$ cat config.mk
export PLATFORM = sky130hd
export DESIGN_NAME = fpc_flash_ctrl
export DESIGN_NICKNAME = d
export VERILOG_FILES = /design/src/core/fpc_pkg.sv /design/src/core/fpc_flash_ctrl.sv
export SDC_FILE = /design/constraint.sdc
export NUM_CORES = 1
export LEC_CHECK = 0
export BUFFER_PORTS_ARGS = -buffer_cell sky130_fd_sc_hd__buf_4
export CAP_MARGIN = 30
export CORE_ASPECT_RATIO = 1.5
export CORE_UTILIZATION = 51
export CTS_BUF_LIST = sky130_fd_sc_hd__clkbuf_8
export CTS_CLUSTER_SIZE = 14
export DETAILED_ROUTE_END_ITERATION = 12
export GPL_ROUTABILITY_DRIVEN = 0
export PLACE_DENSITY = 0.87
export SYNTH_ARGS = -nofsm -noshare
export SYNTH_HDL_FRONTEND = slang
export SYNTH_SLANG_ARGS = --single-unit
$ cat constraint.sdc
create_clock -name clk_i -period 2.7 [get_ports clk_i]
set_input_delay 0.405 -clock clk_i [delete_from_list [all_inputs] [get_ports clk_i]]
set_output_delay 0.405 -clock clk_i [all_outputs]
set_load 0.01 [all_outputs]
$ cat src/core/fpc_pkg.sv
// Purpose: Shared constants for the flash program control block
// Assumes: One clock (CPU machine cycle), byte-wide special-function bus
// Notes: Offsets, field positions, command values and windows live here only
package fpc_pkg;

    // Special-function addresses
    localparam logic [7:0] FPC_CTRL_ADDR = 8'hD1;
    localparam logic [7:0] FPC_STAT_ADDR = 8'hD3;

    // Reset values
    localparam logic [7:0] FPC_CTRL_RST = 8'h00;
    localparam logic [7:0] FPC_STAT_RST = 8'h00;

    // Control register field positions
    localparam int FPC_CMD_MSB = 7;
    localparam int FPC_CMD_LSB = 4;
    localparam int FPC_FPS_BIT = 3;
    localparam int FPC_MOD_MSB = 2;
    localparam int FPC_MOD_LSB = 1;
    localparam int FPC_BUSY_BIT = 0;

    // Status register field positions
    localparam int FPC_SEQUENCE_ERROR_FLAG_BIT = 1;
    localparam int FPC_LOADED_BIT = 0;

    // Unlock command values
    localparam logic [3:0] FPC_CMD_FIRST = 4'h5;
    localparam logic [3:0] FPC_CMD_SECOND = 4'hA;

    // Flash space modes
    typedef enum logic [1:0] {
        FPC_MODE_USER = 2'b00,
        FPC_MODE_XROW = 2'b01,
        FPC_MODE_SECB = 2'b10,
        FPC_MODE_LRST = 2'b11
    } fpc_mode_e;

    // Code-read windows
    localparam logic [15:0] FPC_XROW_BASE = 16'hFF80;
    localparam logic [15:0] FPC_SECB_ADDR = 16'h0000;

    // Latch address split
    localparam int FPC_BYTE_MSB = 6;
    localparam int FPC_PAGE_LSB = 7;
    localparam int FPC_ADDR_MSB = 15;

    // Launch happens this many machine cycles after the second write
    localparam logic [1:0] FPC_LAUNCH_CYCLES = 2'h2;

endpackage : fpc_pkg

$ cat src/core/fpc_flash_ctrl.sv
// Purpose: Flash control/status registers, latch mapping and unlock launch
// Assumes: SFR and data-space strobes are single-cycle pulses on clk_i
// Notes: Flash array and its latches sit outside; this block only steers them
`timescale 1ns/1ps

// Operation
// - Control register at D1h with four fields
// - Status register at D3h, error and loaded
// - Both registers clear to zero on reset
// - Unlock field acts as write protection
// - Launch only after ordered 5 then A
// - Mode 00: 5 idle, A programs user
// - Select clear: latches unreachable, user read-only
// - Select set maps latches into data space
// - Latch writes accepted across 0000h-FFFFh
// - Bits 6-0 byte, 15-7 page
// - Select overrides external RAM select bit
// - Mode bits map space for code reads
// - Mode 11 clears latches on unlock
// - Bad activation sequence sets error flag
// - Error cleared by software or good sequence
// - First latch write sets loaded flag
// - Successful activation clears loaded flag
// - Busy shows programming, hardware clears it
// - Programming starts second cycle after A
module fpc_flash_ctrl (
    input wire logic clk_i,                 // Machine-cycle clock
    input wire logic rstn_i,                // Async reset, active low
    input wire logic [7:0] sfr_addr_i,      // SFR address
    input wire logic sfr_wr_i,              // SFR write strobe
    input wire logic sfr_rd_i,              // SFR read strobe
    input wire logic [7:0] sfr_wdata_i,     // SFR write data
    output logic [7:0] sfr_rdata_o,         // SFR read data, registered
    input wire logic xdata_wr_i,            // Data-space write strobe
    input wire logic [15:0] xdata_addr_i,   // Data-space address
    input wire logic [7:0] xdata_wdata_i,   // Data-space write data
    input wire logic aux_external_ram_select_i,          // External RAM select from auxiliary register
    output logic eram_wr_o,                 // Write to on-chip expanded RAM
    output logic xram_wr_o,                 // Write to external data memory
    output logic latch_wr_o,                // Column latch write pulse, registered
    output logic [6:0] latch_byte_o,        // Byte within page
    output logic [8:0] latch_page_o,        // Target page
    output logic [7:0] latch_data_o,        // Latch write data
    input wire logic [15:0] code_addr_i,    // Code-read address
    output fpc_pkg::fpc_mode_e code_space_o, // Flash space mapped for code reads
    output logic code_hit_o,                // Code-read address falls in mapped space
    output logic prog_start_o,              // Programming launch pulse
    output fpc_pkg::fpc_mode_e prog_space_o, // Space to program
    output logic latch_clear_o,             // Column latch reset pulse
    input wire logic prog_done_i            // Array finished programming
);
    import fpc_pkg::*;

    // Unlock tracker states
    typedef enum logic [0:0] {
        FPC_UL_IDLE = 1'b0,
        FPC_UL_ARMED = 1'b1
    } fpc_ul_e;

    // Registered state
    logic [3:0] cmd_ff;            // Unlock command field as last written
    logic fps_ff;                  // Latch-space select
    fpc_mode_e mode_ff;            // Flash space mode
    logic busy_ff;                 // Programming busy
    logic sequence_error_flag_ff;               // Sequence error
    logic loaded_ff;               // Latches hold data
    fpc_ul_e ul_ff;                // Unlock tracker
    fpc_mode_e armed_mode_ff;      // Mode seen with the first write
    logic [1:0] launch_cnt_ff;     // Cycles until launch, zero when idle
    fpc_mode_e launch_mode_ff;     // Operation waiting to launch
    logic [7:0] rdata_ff;          // Read data holding register
    logic latch_wr_ff;             // Latch strobe
    logic [6:0] latch_byte_ff;     // Latch byte index
    logic [8:0] latch_page_ff;     // Latch page
    logic [7:0] latch_data_ff;     // Latch data
    logic start_ff;                // Launch pulse
    logic clear_ff;                // Latch reset pulse

    // Next-state values
    fpc_ul_e nxt_ul;
    logic nxt_sequence_error_flag;
    logic nxt_loaded;
    logic nxt_busy;
    logic [1:0] nxt_launch_cnt;

    // Address decode used for both read and write
    function automatic logic fpc_hit(input logic [7:0] addr, input logic [7:0] reg_addr);
        fpc_hit = (addr == reg_addr);
    endfunction : fpc_hit

    wire ctrl_wr = sfr_wr_i & fpc_hit(sfr_addr_i, FPC_CTRL_ADDR);
    wire stat_wr = sfr_wr_i & fpc_hit(sfr_addr_i, FPC_STAT_ADDR);
    wire other_sfr_wr = sfr_wr_i & ~ctrl_wr;

    // Written fields split out
    wire [3:0] wr_cmd = sfr_wdata_i[FPC_CMD_MSB:FPC_CMD_LSB];
    wire [1:0] wr_mode = sfr_wdata_i[FPC_MOD_MSB:FPC_MOD_LSB];
    wire is_first = ctrl_wr & (wr_cmd == FPC_CMD_FIRST);
    wire is_second = ctrl_wr & (wr_cmd == FPC_CMD_SECOND);

    // ordered pair completes only from the armed state
    // mode must match the one given with the first write
    // A launch already counting down or in progress refuses another
    wire seq_ok = is_second & (ul_ff == FPC_UL_ARMED) & (wr_mode == armed_mode_ff)
                  & ~busy_ff & (launch_cnt_ff == 2'h0);
    // anything that breaks the pair is an error
    // stray second write counts as a broken pair
    wire seq_bad = (is_second & ~seq_ok)
                   | ((ul_ff == FPC_UL_ARMED) & ((ctrl_wr & ~is_second) | other_sfr_wr | xdata_wr_i));

    // latches own data-space writes while select is set
    // every address of the 64 KB range is accepted
    wire latch_hit = xdata_wr_i & fps_ff;
    // select wins over the external RAM select bit
    assign eram_wr_o = xdata_wr_i & ~fps_ff & ~aux_external_ram_select_i;
    assign xram_wr_o = xdata_wr_i & ~fps_ff & aux_external_ram_select_i;

    // window check for the mapped code space
    // software reads these through code reads after choosing the mode
    wire in_xrow = (code_addr_i >= FPC_XROW_BASE);
    wire in_secb = (code_addr_i == FPC_SECB_ADDR);
    assign code_space_o = mode_ff;
    assign code_hit_o = (mode_ff == FPC_MODE_USER)
                        | ((mode_ff == FPC_MODE_XROW) & in_xrow)
                        | ((mode_ff == FPC_MODE_SECB) & in_secb);

    // Register images for reads
    wire [7:0] ctrl_img = {cmd_ff, fps_ff, mode_ff, busy_ff};
    wire [7:0] stat_img = {6'h00, sequence_error_flag_ff, loaded_ff};
    wire [7:0] rd_mux = fpc_hit(sfr_addr_i, FPC_CTRL_ADDR) ? ctrl_img :
                        fpc_hit(sfr_addr_i, FPC_STAT_ADDR) ? stat_img : 8'h00;

    // Launch moment reached this cycle
    wire launch_now = (launch_cnt_ff == 2'h1);

    // Unlock tracker next state
    always_comb begin
        nxt_ul = ul_ff;
        unique case (ul_ff)
            FPC_UL_IDLE: begin
                // first write only arms, no action
                if (is_first) begin
                    nxt_ul = FPC_UL_ARMED;
                end
            end
            FPC_UL_ARMED: begin
                // any other write in between disarms; a repeated first write re-arms
                if (ctrl_wr | other_sfr_wr | xdata_wr_i) begin
                    nxt_ul = is_first ? FPC_UL_ARMED : FPC_UL_IDLE;
                end
            end
        endcase
    end

    // Status flag next values
    always_comb begin
        nxt_sequence_error_flag = sequence_error_flag_ff;
        if (stat_wr & ~sfr_wdata_i[FPC_SEQUENCE_ERROR_FLAG_BIT]) begin
            nxt_sequence_error_flag = 1'b0;
        end
        // a good sequence cancels older errors
        if (seq_ok) begin
            nxt_sequence_error_flag = 1'b0;
        end
        if (seq_bad) begin
            nxt_sequence_error_flag = 1'b1;
        end
        nxt_loaded = loaded_ff;
        // success of either kind clears the loaded flag
        if (seq_ok) begin
            nxt_loaded = 1'b0;
        end
        if (latch_hit) begin
            nxt_loaded = 1'b1;
        end
    end

    // Launch countdown and busy
    always_comb begin
        nxt_launch_cnt = launch_cnt_ff;
        // count down to the second cycle after the write
        if (seq_ok) begin
            nxt_launch_cnt = FPC_LAUNCH_CYCLES;
        end else if (launch_cnt_ff != 2'h0) begin
            nxt_launch_cnt = launch_cnt_ff - 2'h1;
        end
        nxt_busy = busy_ff;
        // hardware clears when the array reports done
        if (busy_ff & prog_done_i) begin
            nxt_busy = 1'b0;
        end
        // set while a program operation runs
        if (launch_now & (launch_mode_ff != FPC_MODE_LRST)) begin
            nxt_busy = 1'b1;
        end
    end

    // Control register; busy bit is hardware-owned
    always_ff @(posedge clk_i or negedge rstn_i) begin
        if (!rstn_i) begin
            cmd_ff <= FPC_CTRL_RST[FPC_CMD_MSB:FPC_CMD_LSB];
            fps_ff <= FPC_CTRL_RST[FPC_FPS_BIT];
            mode_ff <= fpc_mode_e'(FPC_CTRL_RST[FPC_MOD_MSB:FPC_MOD_LSB]);
            busy_ff <= FPC_CTRL_RST[FPC_BUSY_BIT];
        end else begin
            // any command value just updates the fields
            if (ctrl_wr) begin
                cmd_ff <= wr_cmd;
                fps_ff <= sfr_wdata_i[FPC_FPS_BIT];
                mode_ff <= fpc_mode_e'(wr_mode);
            end
            busy_ff <= nxt_busy;
        end
    end

    // Status register
    always_ff @(posedge clk_i or negedge rstn_i) begin
        if (!rstn_i) begin
            sequence_error_flag_ff <= FPC_STAT_RST[FPC_SEQUENCE_ERROR_FLAG_BIT];
            loaded_ff <= FPC_STAT_RST[FPC_LOADED_BIT];
        end else begin
            sequence_error_flag_ff <= nxt_sequence_error_flag;
            loaded_ff <= nxt_loaded;
        end
    end

    // Unlock tracker and armed mode
    always_ff @(posedge clk_i or negedge rstn_i) begin
        if (!rstn_i) begin
            ul_ff <= FPC_UL_IDLE;
            armed_mode_ff <= FPC_MODE_USER;
        end else begin
            ul_ff <= nxt_ul;
            // the first write remembers which space it unlocks
            if (is_first) begin
                armed_mode_ff <= fpc_mode_e'(wr_mode);
            end
        end
    end

    // Launch pipeline and pulses
    always_ff @(posedge clk_i or negedge rstn_i) begin
        if (!rstn_i) begin
            launch_cnt_ff <= 2'h0;
            launch_mode_ff <= FPC_MODE_USER;
            start_ff <= 1'b0;
            clear_ff <= 1'b0;
        end else begin
            launch_cnt_ff <= nxt_launch_cnt;
            if (seq_ok) begin
                launch_mode_ff <= armed_mode_ff;
            end
            // program user / other space at launch
            start_ff <= launch_now & (launch_mode_ff != FPC_MODE_LRST);
            // mode 11 resets the latches instead
            clear_ff <= launch_now & (launch_mode_ff == FPC_MODE_LRST);
        end
    end

    // Latch write port, registered so data lines come from flops
    always_ff @(posedge clk_i or negedge rstn_i) begin
        if (!rstn_i) begin
            latch_wr_ff <= 1'b0;
            latch_byte_ff <= 7'h00;
            latch_page_ff <= 9'h000;
            latch_data_ff <= 8'h00;
        end else begin
            // select clear keeps writes away from latches
            latch_wr_ff <= latch_hit;
            // split address into byte and page
            if (latch_hit) begin
                latch_byte_ff <= xdata_addr_i[FPC_BYTE_MSB:0];
                latch_page_ff <= xdata_addr_i[FPC_ADDR_MSB:FPC_PAGE_LSB];
                latch_data_ff <= xdata_wdata_i;
            end
        end
    end

    // Read data holds until the next read
    always_ff @(posedge clk_i or negedge rstn_i) begin
        if (!rstn_i) begin
            rdata_ff <= 8'h00;
        end else if (sfr_rd_i) begin
            rdata_ff <= rd_mux;
        end
    end

    // Output wiring
    assign sfr_rdata_o = rdata_ff;
    assign latch_wr_o = latch_wr_ff;
    assign latch_byte_o = latch_byte_ff;
    assign latch_page_o = latch_page_ff;
    assign latch_data_o = latch_data_ff;
    assign prog_start_o = start_ff;
    assign prog_space_o = launch_mode_ff;
    assign latch_clear_o = clear_ff;

    // Checks beside the logic they guard
    launch_delay_a: assert property (@(posedge clk_i) disable iff (!rstn_i)
        seq_ok && armed_mode_ff != FPC_MODE_LRST |-> ##3 prog_start_o)
        else $error("program launch not two cycles after unlock");

    latch_reset_a: assert property (@(posedge clk_i) disable iff (!rstn_i)
        seq_ok && armed_mode_ff == FPC_MODE_LRST |-> ##3 (latch_clear_o && !prog_start_o))
        else $error("latch reset not issued for mode 11");

    stray_second_a: assert property (@(posedge clk_i) disable iff (!rstn_i)
        is_second && ul_ff == FPC_UL_IDLE && launch_cnt_ff == 2'h0 |-> ##1 sequence_error_flag_ff ##1 !prog_start_o)
        else $error("stray second write launched or went unflagged");

    other_cmd_a: assert property (@(posedge clk_i) disable iff (!rstn_i)
        ctrl_wr && !is_first && !is_second && launch_cnt_ff == 2'h0
        |-> ##1 (ul_ff == FPC_UL_IDLE && launch_cnt_ff == 2'h0) ##1 (!prog_start_o && !latch_clear_o))
        else $error("unrelated command affected unlock");

    error_clear_a: assert property (@(posedge clk_i) disable iff (!rstn_i)
        seq_ok |=> !sequence_error_flag_ff)
        else $error("good sequence left error flag set");

    loaded_set_a: assert property (@(posedge clk_i) disable iff (!rstn_i)
        latch_hit |=> (loaded_ff && latch_wr_o && latch_data_o == $past(xdata_wdata_i)))
        else $error("latch write did not set loaded flag");

    loaded_clear_a: assert property (@(posedge clk_i) disable iff (!rstn_i)
        seq_ok && !latch_hit |=> !loaded_ff)
        else $error("successful activation left loaded flag set");

    latch_route_a: assert property (@(posedge clk_i) disable iff (!rstn_i)
        xdata_wr_i && fps_ff |-> !eram_wr_o && !xram_wr_o ##1 latch_wr_o)
        else $error("data write not steered to latches");

    no_latch_a: assert property (@(posedge clk_i) disable iff (!rstn_i)
        xdata_wr_i && !fps_ff |=> !latch_wr_o)
        else $error("latch written with select clear");

    busy_done_a: assert property (@(posedge clk_i) disable iff (!rstn_i)
        busy_ff && prog_done_i && !launch_now |=> !busy_ff)
        else $error("busy not cleared on completion");

    xrow_map_a: assert property (@(posedge clk_i) disable iff (!rstn_i)
        mode_ff == FPC_MODE_XROW && code_addr_i < FPC_XROW_BASE |-> !code_hit_o)
        else $error("extra row window too wide");

endmodule : fpc_flash_ctrl

* Yosys cells after proc, flatten, opt, wreduce, memory -nomap -nowiden
Cells that the tools add are included.
** Word-level totals
- Register bits :: 52
- Input port bits :: 63
- Output and inout bits :: 42
- Logic and storage cells :: 88
** Cells by class
- Add/sub/neg operators :: 1
- $lt $le $gt $ge :: 1
- Eq/ne operators :: 10
- Mux-type cells :: 14
- Bitwise gates (word level) :: 37
- Reduce and logical (&&, ||, !) cells :: 8
** Operator list (number)
- 1-bit bitwise AND :: 22
- 8-bit == test (second input constant) :: 2
- 16-bit >= comparator (second input constant) :: 1
- 16-bit logical NOT :: 1
- 1-bit 2-to-1 mux :: 9
- 8-bit 2-to-1 mux :: 1
- 1-bit NOT :: 8
- 2-bit nonzero test :: 4
- 1-bit OR :: 7
- 2-bit 2-to-1 mux :: 3
- 2-bit by 1-bit == test with 1-bit output (second input constant) :: 2
- 2-bit == test (second input constant) :: 2
- 4-bit by 3-bit == test with 1-bit output (second input constant) :: 1
- 4-bit == test (second input constant) :: 1
- 2-bit logical NOT :: 2
- 3-bit nonzero test :: 1
- 2-bit == test :: 1
- 2-bit inequality test (second input constant) :: 1
- 1-bit case mux with 2 select lines :: 1
- 2-bit by 1-bit subtractor with 2-bit output (second input constant) :: 1

* Longest topological paths before layout
- Depth in word-level cells :: 11
- Mapped depth :: 5
- Gate-level depth less buffers :: 4

* Worst setup path before layout
OpenSTA, ideal clock, no wires.
- Path kind :: input to register
- Start :: input port sfr_addr_i[2]
- End :: register launch_cnt_ff[1]
- Library setup time :: 79 ps
- Data arrival time :: 1716 ps
- Required time :: 2621 ps
- Path slack :: 904 ps
- Stages on the path :: 5
- Buffers on the path :: 1
- Cells stage by stage :: nand4bb_4 or4_4 buf_6 o31ai_4 mux2i_1
** On the way
- Cells in the longest elaborated chain, start to end :: 8
- Elaborated cells between the ends (all ways) :: 9
- Those cells by class :: 1 x eq/ne; 1 x mux; 6 x bitwise; 1 x reduce/logical
** Ends and longest elaborated chain
- start, declared :: RTL line fpc_flash_ctrl.sv:29 : input wire logic [7:0] sfr_addr_i,
- 8-bit == test (*) :: RTL line fpc_flash_ctrl.sv:88 : fpc_hit = (addr == reg_addr);
- 1-bit bitwise AND (*) :: RTL line fpc_flash_ctrl.sv:91 : wire ctrl_wr = sfr_wr_i & fpc_hit(sfr_addr_i, FPC_CTRL_ADDR);
- 1-bit bitwise AND (*) :: RTL line fpc_flash_ctrl.sv:99 : wire is_second = ctrl_wr & (wr_cmd == FPC_CMD_SECOND);
- 1-bit bitwise AND (*) (2 in a row) :: RTL line fpc_flash_ctrl.sv:104 : wire seq_ok = is_second & (ul_ff == FPC_UL_ARMED) & (wr_mode == armed_mode_ff)
- 1-bit bitwise AND (*) (2 in a row) :: RTL line fpc_flash_ctrl.sv:105 : & ~busy_ff & (launch_cnt_ff == 2'h0);
- 2-bit 2-to-1 mux / 2-bit nonzero test (equally long branches)
- end signal, assigned :: RTL line fpc_flash_ctrl.sv:249 : launch_cnt_ff <= nxt_launch_cnt;
- end, declared :: RTL line fpc_flash_ctrl.sv:69 : logic [1:0] launch_cnt_ff;
Every way passes the cells marked *; elsewhere a longest branch is shown, timed or not.
A chain may end at the register's enable or synchronous reset.

* Worst setup path after layout
- Start :: input port code_addr_i[10]
- End :: output port code_hit_o
** On the way
- Cells in the longest elaborated chain, start to end :: 4
- Elaborated cells between the ends (all ways) :: 6
- Those cells by class :: 1 x order compare; 4 x bitwise; 1 x reduce/logical
** Ends and longest elaborated chain
- start, declared :: RTL line fpc_flash_ctrl.sv:44 : input wire logic [15:0] code_addr_i,
- 16-bit >= comparator :: RTL line fpc_flash_ctrl.sv:120 : wire in_xrow = (code_addr_i >= FPC_XROW_BASE);
- 1-bit bitwise AND :: RTL line fpc_flash_ctrl.sv:124 : | ((mode_ff == FPC_MODE_XROW) & in_xrow)
- 1-bit OR :: RTL line fpc_flash_ctrl.sv:124
- 1-bit OR (*) :: RTL line fpc_flash_ctrl.sv:125 : | ((mode_ff == FPC_MODE_SECB) & in_secb);
- end, declared :: RTL line fpc_flash_ctrl.sv:46 : output logic code_hit_o,
Marked as above.

==> impl_metrics.json <==
{
  "fin_skew_ns": 0.00160,
  "synth_area_per_cell_um2": 13.3,
  "relSlewSlack_pct": 56.5,
  "slew_viol_final": 0,
  "cp.required_ns": 2.30,
  "syn-instance-count": 167,
  "worstMarginPinSlew_ns": 0.647,
  "period_minus_slack_ns": 1.74,
  "grt_pass1_wl_um": 8270,
  "crit_type": "primary input to primary output",
  "grt.overflow.total": 0,
  "path_clk_slew_ns": 0.09,
  "syn-num-nets": 232,
  "dieHeight_um": 82.9,
  "cts_htree_levels": 2,
  "numClockSinks": 52,
  "postCtsSetupRepairBufs": 0,
  "cts_root_buf": "clkbuf_8",
  "combPwrFrac_pct": 23.3,
  "cts_tree": "built",
  "io_pins": 105,
  "clockPowerShare_pct": 27.1,
  "pwr-share-seq_pct": 49.7,
  "end_kind": "primary output",
  "routed_wl_um": 5060,
  "fillerInstances": 306,
  "path_cells": "buf_4 -> nor4_1 -> nand4_1 -> a21oi_1 -> a41o_1 -> buf_4",
  "p_sw_uw": 472,
  "yosysSeqAreaShare_pct": 58.4,
  "syn_to_final_growth_pct": 42.0,
  "final_cells": 323,
  "diodes": 0,
  "ant_nets": 0,
  "die_area_um2": 4640,
  "cts_buffer_depth": 2,
  "grt_max_degree": 53,
  "nNetsFinal": 341,
  "yosysTopAreaCellShare_pct": 58.4,
  "yosys.area.top_type": "dfrtp_1",
  "synth_cell_types": 38,
  "drive_gt1_share_pct": 53.8,
  "firstDrtPassIters": 4,
  "multiInputGateArea_um2": 877,
  "insertion_delay_ns": 0.29,
  "start_util_pct": 52.9,
  "post-dp-hpwl_um": 3930,
  "startpoint_type": "primary input",
  "slowest_delay_ns": 0.29,
  "num_vias": 1781,
  "dp_cells": 315,
  "hold_viol": 0,
  "design.core.area_um2": 4210,
  "hold_class": "primary input to async pin",
  "status": "complete, no violations",
  "post-place-ws_ns": 0.712,
  "io_buffer_count": 103,
  "p_per_area_nw_per_um2": 601,
  "leakage_nw": 1.68,
  "synth.area.top_cells": "dfrtp_1 58%, mux2_2 15%, nand2_1 4.7%",
  "fin_crit_sh_pct": 64.5,
  "wl_per_cell_um": 15.7,
  "numCtsBuffers": 5,
  "cts_resized": 0,
  "cts_hold_buf": 0,
  "cp_slowest_cell": "nor4_1",
  "sw_frac_of_total_pct": 24.8,
  "critPathMaxFanout": 2,
  "ir_drop_mv": 0.547,
  "crit_top_cell": "buf_4",
  "fin_tns_setup_ns": 0,
  "antenna_found_initial": 0,
  "grt_usage_pct": 22.8,
  "setup_viol": 0,
  "worst_slack_ns": 0.958,
  "fmax_mhz": 574,
  "synthesis.area_um2": 2230,
  "seqCellArea_um2": 1300,
  "routed_via_density": 5.51,
  "grt_setup_unrepaired": "false",
  "drv_cap": 0,
  "internal_power_mw": 1.43,
  "grt_pass1_vias": 1932,
  "drc": 0,
  "ys_warn_count": 0,
  "ys_ff_latch": 52,
  "fp-row-count": 29,
  "drt_iter0_drc": 33,
  "die_x_um": 56.0,
  "cp.arrival_ns": 1.34
}
-- through the flow --
| stage | cell area (um2) | hold WS [ns] | util (%) | total power [mW] |
|---|---|---|---|---|
| CTS | 3160 | 0.145 | 75.1 | 1.92 |
| global route | 3160 | 0.180 | 75.1 | 1.98 |
| global placement | 3050 | 0.461 | 72.6 | 1.39 |
| floorplan | 2230 | 0.109 | - | 1.13 |
| detailed placement | 3050 | 0.463 | 72.6 | 1.41 |
| finish | 3160 | 0.118 | 75.1 | 1.90 |
-- layer usage --
layer | global-route usage [%] | up-vias | part of all wire [%] | wire length (um)
met3 | 6.07 | 10 | 7.0 | 354
met4 | 8.87 | 0 | 1.9 | 97
li1 | - | 819 | - | -
met2 | 45.5 | 72 | 56 | 2830
met5 | 0 | - | 0 | 0
met1 | 20.8 | 880 | 35 | 1770
-- power groups by stage --
| stage | clock network, mW | logic (mW) | registers [mW] |
|---|---|---|---|
| 2_1_floorplan | 0 | 0.125 | 1.00 |
| 3_3_place_gp | 0 | 0.434 | 0.951 |
| 3_5_place_dp | 0 | 0.447 | 0.960 |
| 4_1_cts | 0.529 | 0.447 | 0.945 |
| 5_1_grt | 0.546 | 0.474 | 0.956 |
| 6_report | 0.514 | 0.442 | 0.944 |
-- placed cells by master, fill, tap and decap left out, types with 2 or more instances in the layout --
cell type	n
buf_4	106
dfrtp_1	52
mux2_2	30
nand2_1	28
a22o_1	8
inv_1	6
clkbuf_8	5
nor4_1	4
nor4bb_1	3
nand4_1	2
o2bb2ai_1	2
mux2i_1	2
a21o_1	2
ha_1	2
-- registers in the layout (all words and copies together), names as in the netlist --
signal / flops
latch_page_o: 9
latch_data_o: 8
sfr_rdata_o: 8
latch_byte_o: 7
cmd_ff: 4
armed_mode_ff: 2
code_space_o: 2
launch_cnt_ff: 2
prog_space_o: 2
busy_ff: 1
fps_ff: 1
latch_clear_o: 1
latch_wr_o: 1
loaded_ff: 1
prog_start_o: 1
sequence_error_flag_ff: 1
ul_ff: 1
-- worst max-delay path, delay by kind of cell --
kind	cells	cell delay [ns]
AO/OA/AOI/OAI	2	0.28
buffers and inverters	2	0.22
AND/OR/NAND/NOR	2	0.42
-- logic make-up after synthesis --
group	count (synthesis)	synth area share (%)
AOI/OAI and AO/OA	17	6.91
xor gates and xnor gates	2	0.787
adders and majority gates	2	1.12
buffers and inverters	10	2.19
DFF	52	58.4
muxes	32	16.1
and+or+nand+nor	52	14.5
-- final cells by class --
type / instances / share of cell area, %
Sequential cell: 52 / 41.2
Multi-Input combinational cell: 105 / 27.7
Timing Repair Buffer: 106 / 25.2
Clock buffer: 5 / 2.18
Tap cell: 46 / 1.82
Clock inverter: 3 / 1.23
Inverter: 6 / 0.712
-- cells in the mapped netlist --
cell type  instances
buf_4              1
nor2_1             1
nor4_1             4
o31ai_4            1
o2bb2ai_1          2
nand4b_1           1
dfrtp_1           52
clkbuf_1           2
a41o_1             1
nor4bb_1           3
nor3b_1            1
mux2i_1            2
clkinv_1           1
a22o_1             8
nand4bb_4          1
or4_4              1
o21bai_1           1
nor3_1             1
xor2_1             1
nand4_1            2
a21oi_1            1
xnor2_1            1
inv_1              5
ha_1               2
and4_1             1
and4b_1            1
or4_2              1
and3_1             1
nand3b_1           1
a21o_1             2
a21boi_0           1
nand2_1           28
nor4b_1            1
nor4_4             1
mux2_2            30
or2_2              1
and3b_1            1
buf_6              1
-- final timing paths --
kind                                  start                      to  slack (ns)  cells after the start
max                         code_addr_i[10]              code_hit_o        0.96                      6
min                                  rstn_i         latch_byte_o[6]        0.12                      1
max reg2reg                armed_mode_ff[1]         prog_space_o[0]        1.07                      4
min reg2reg                       cmd_ff[1]               cmd_ff[1]        0.49                      2
max in group asynchronous            rstn_i  sequence_error_flag_ff        2.15                      1
min in group clk_i           sfr_wdata_i[3]                  fps_ff        0.31                      3
Note: power is estimated with default switching activity, not from simulation.
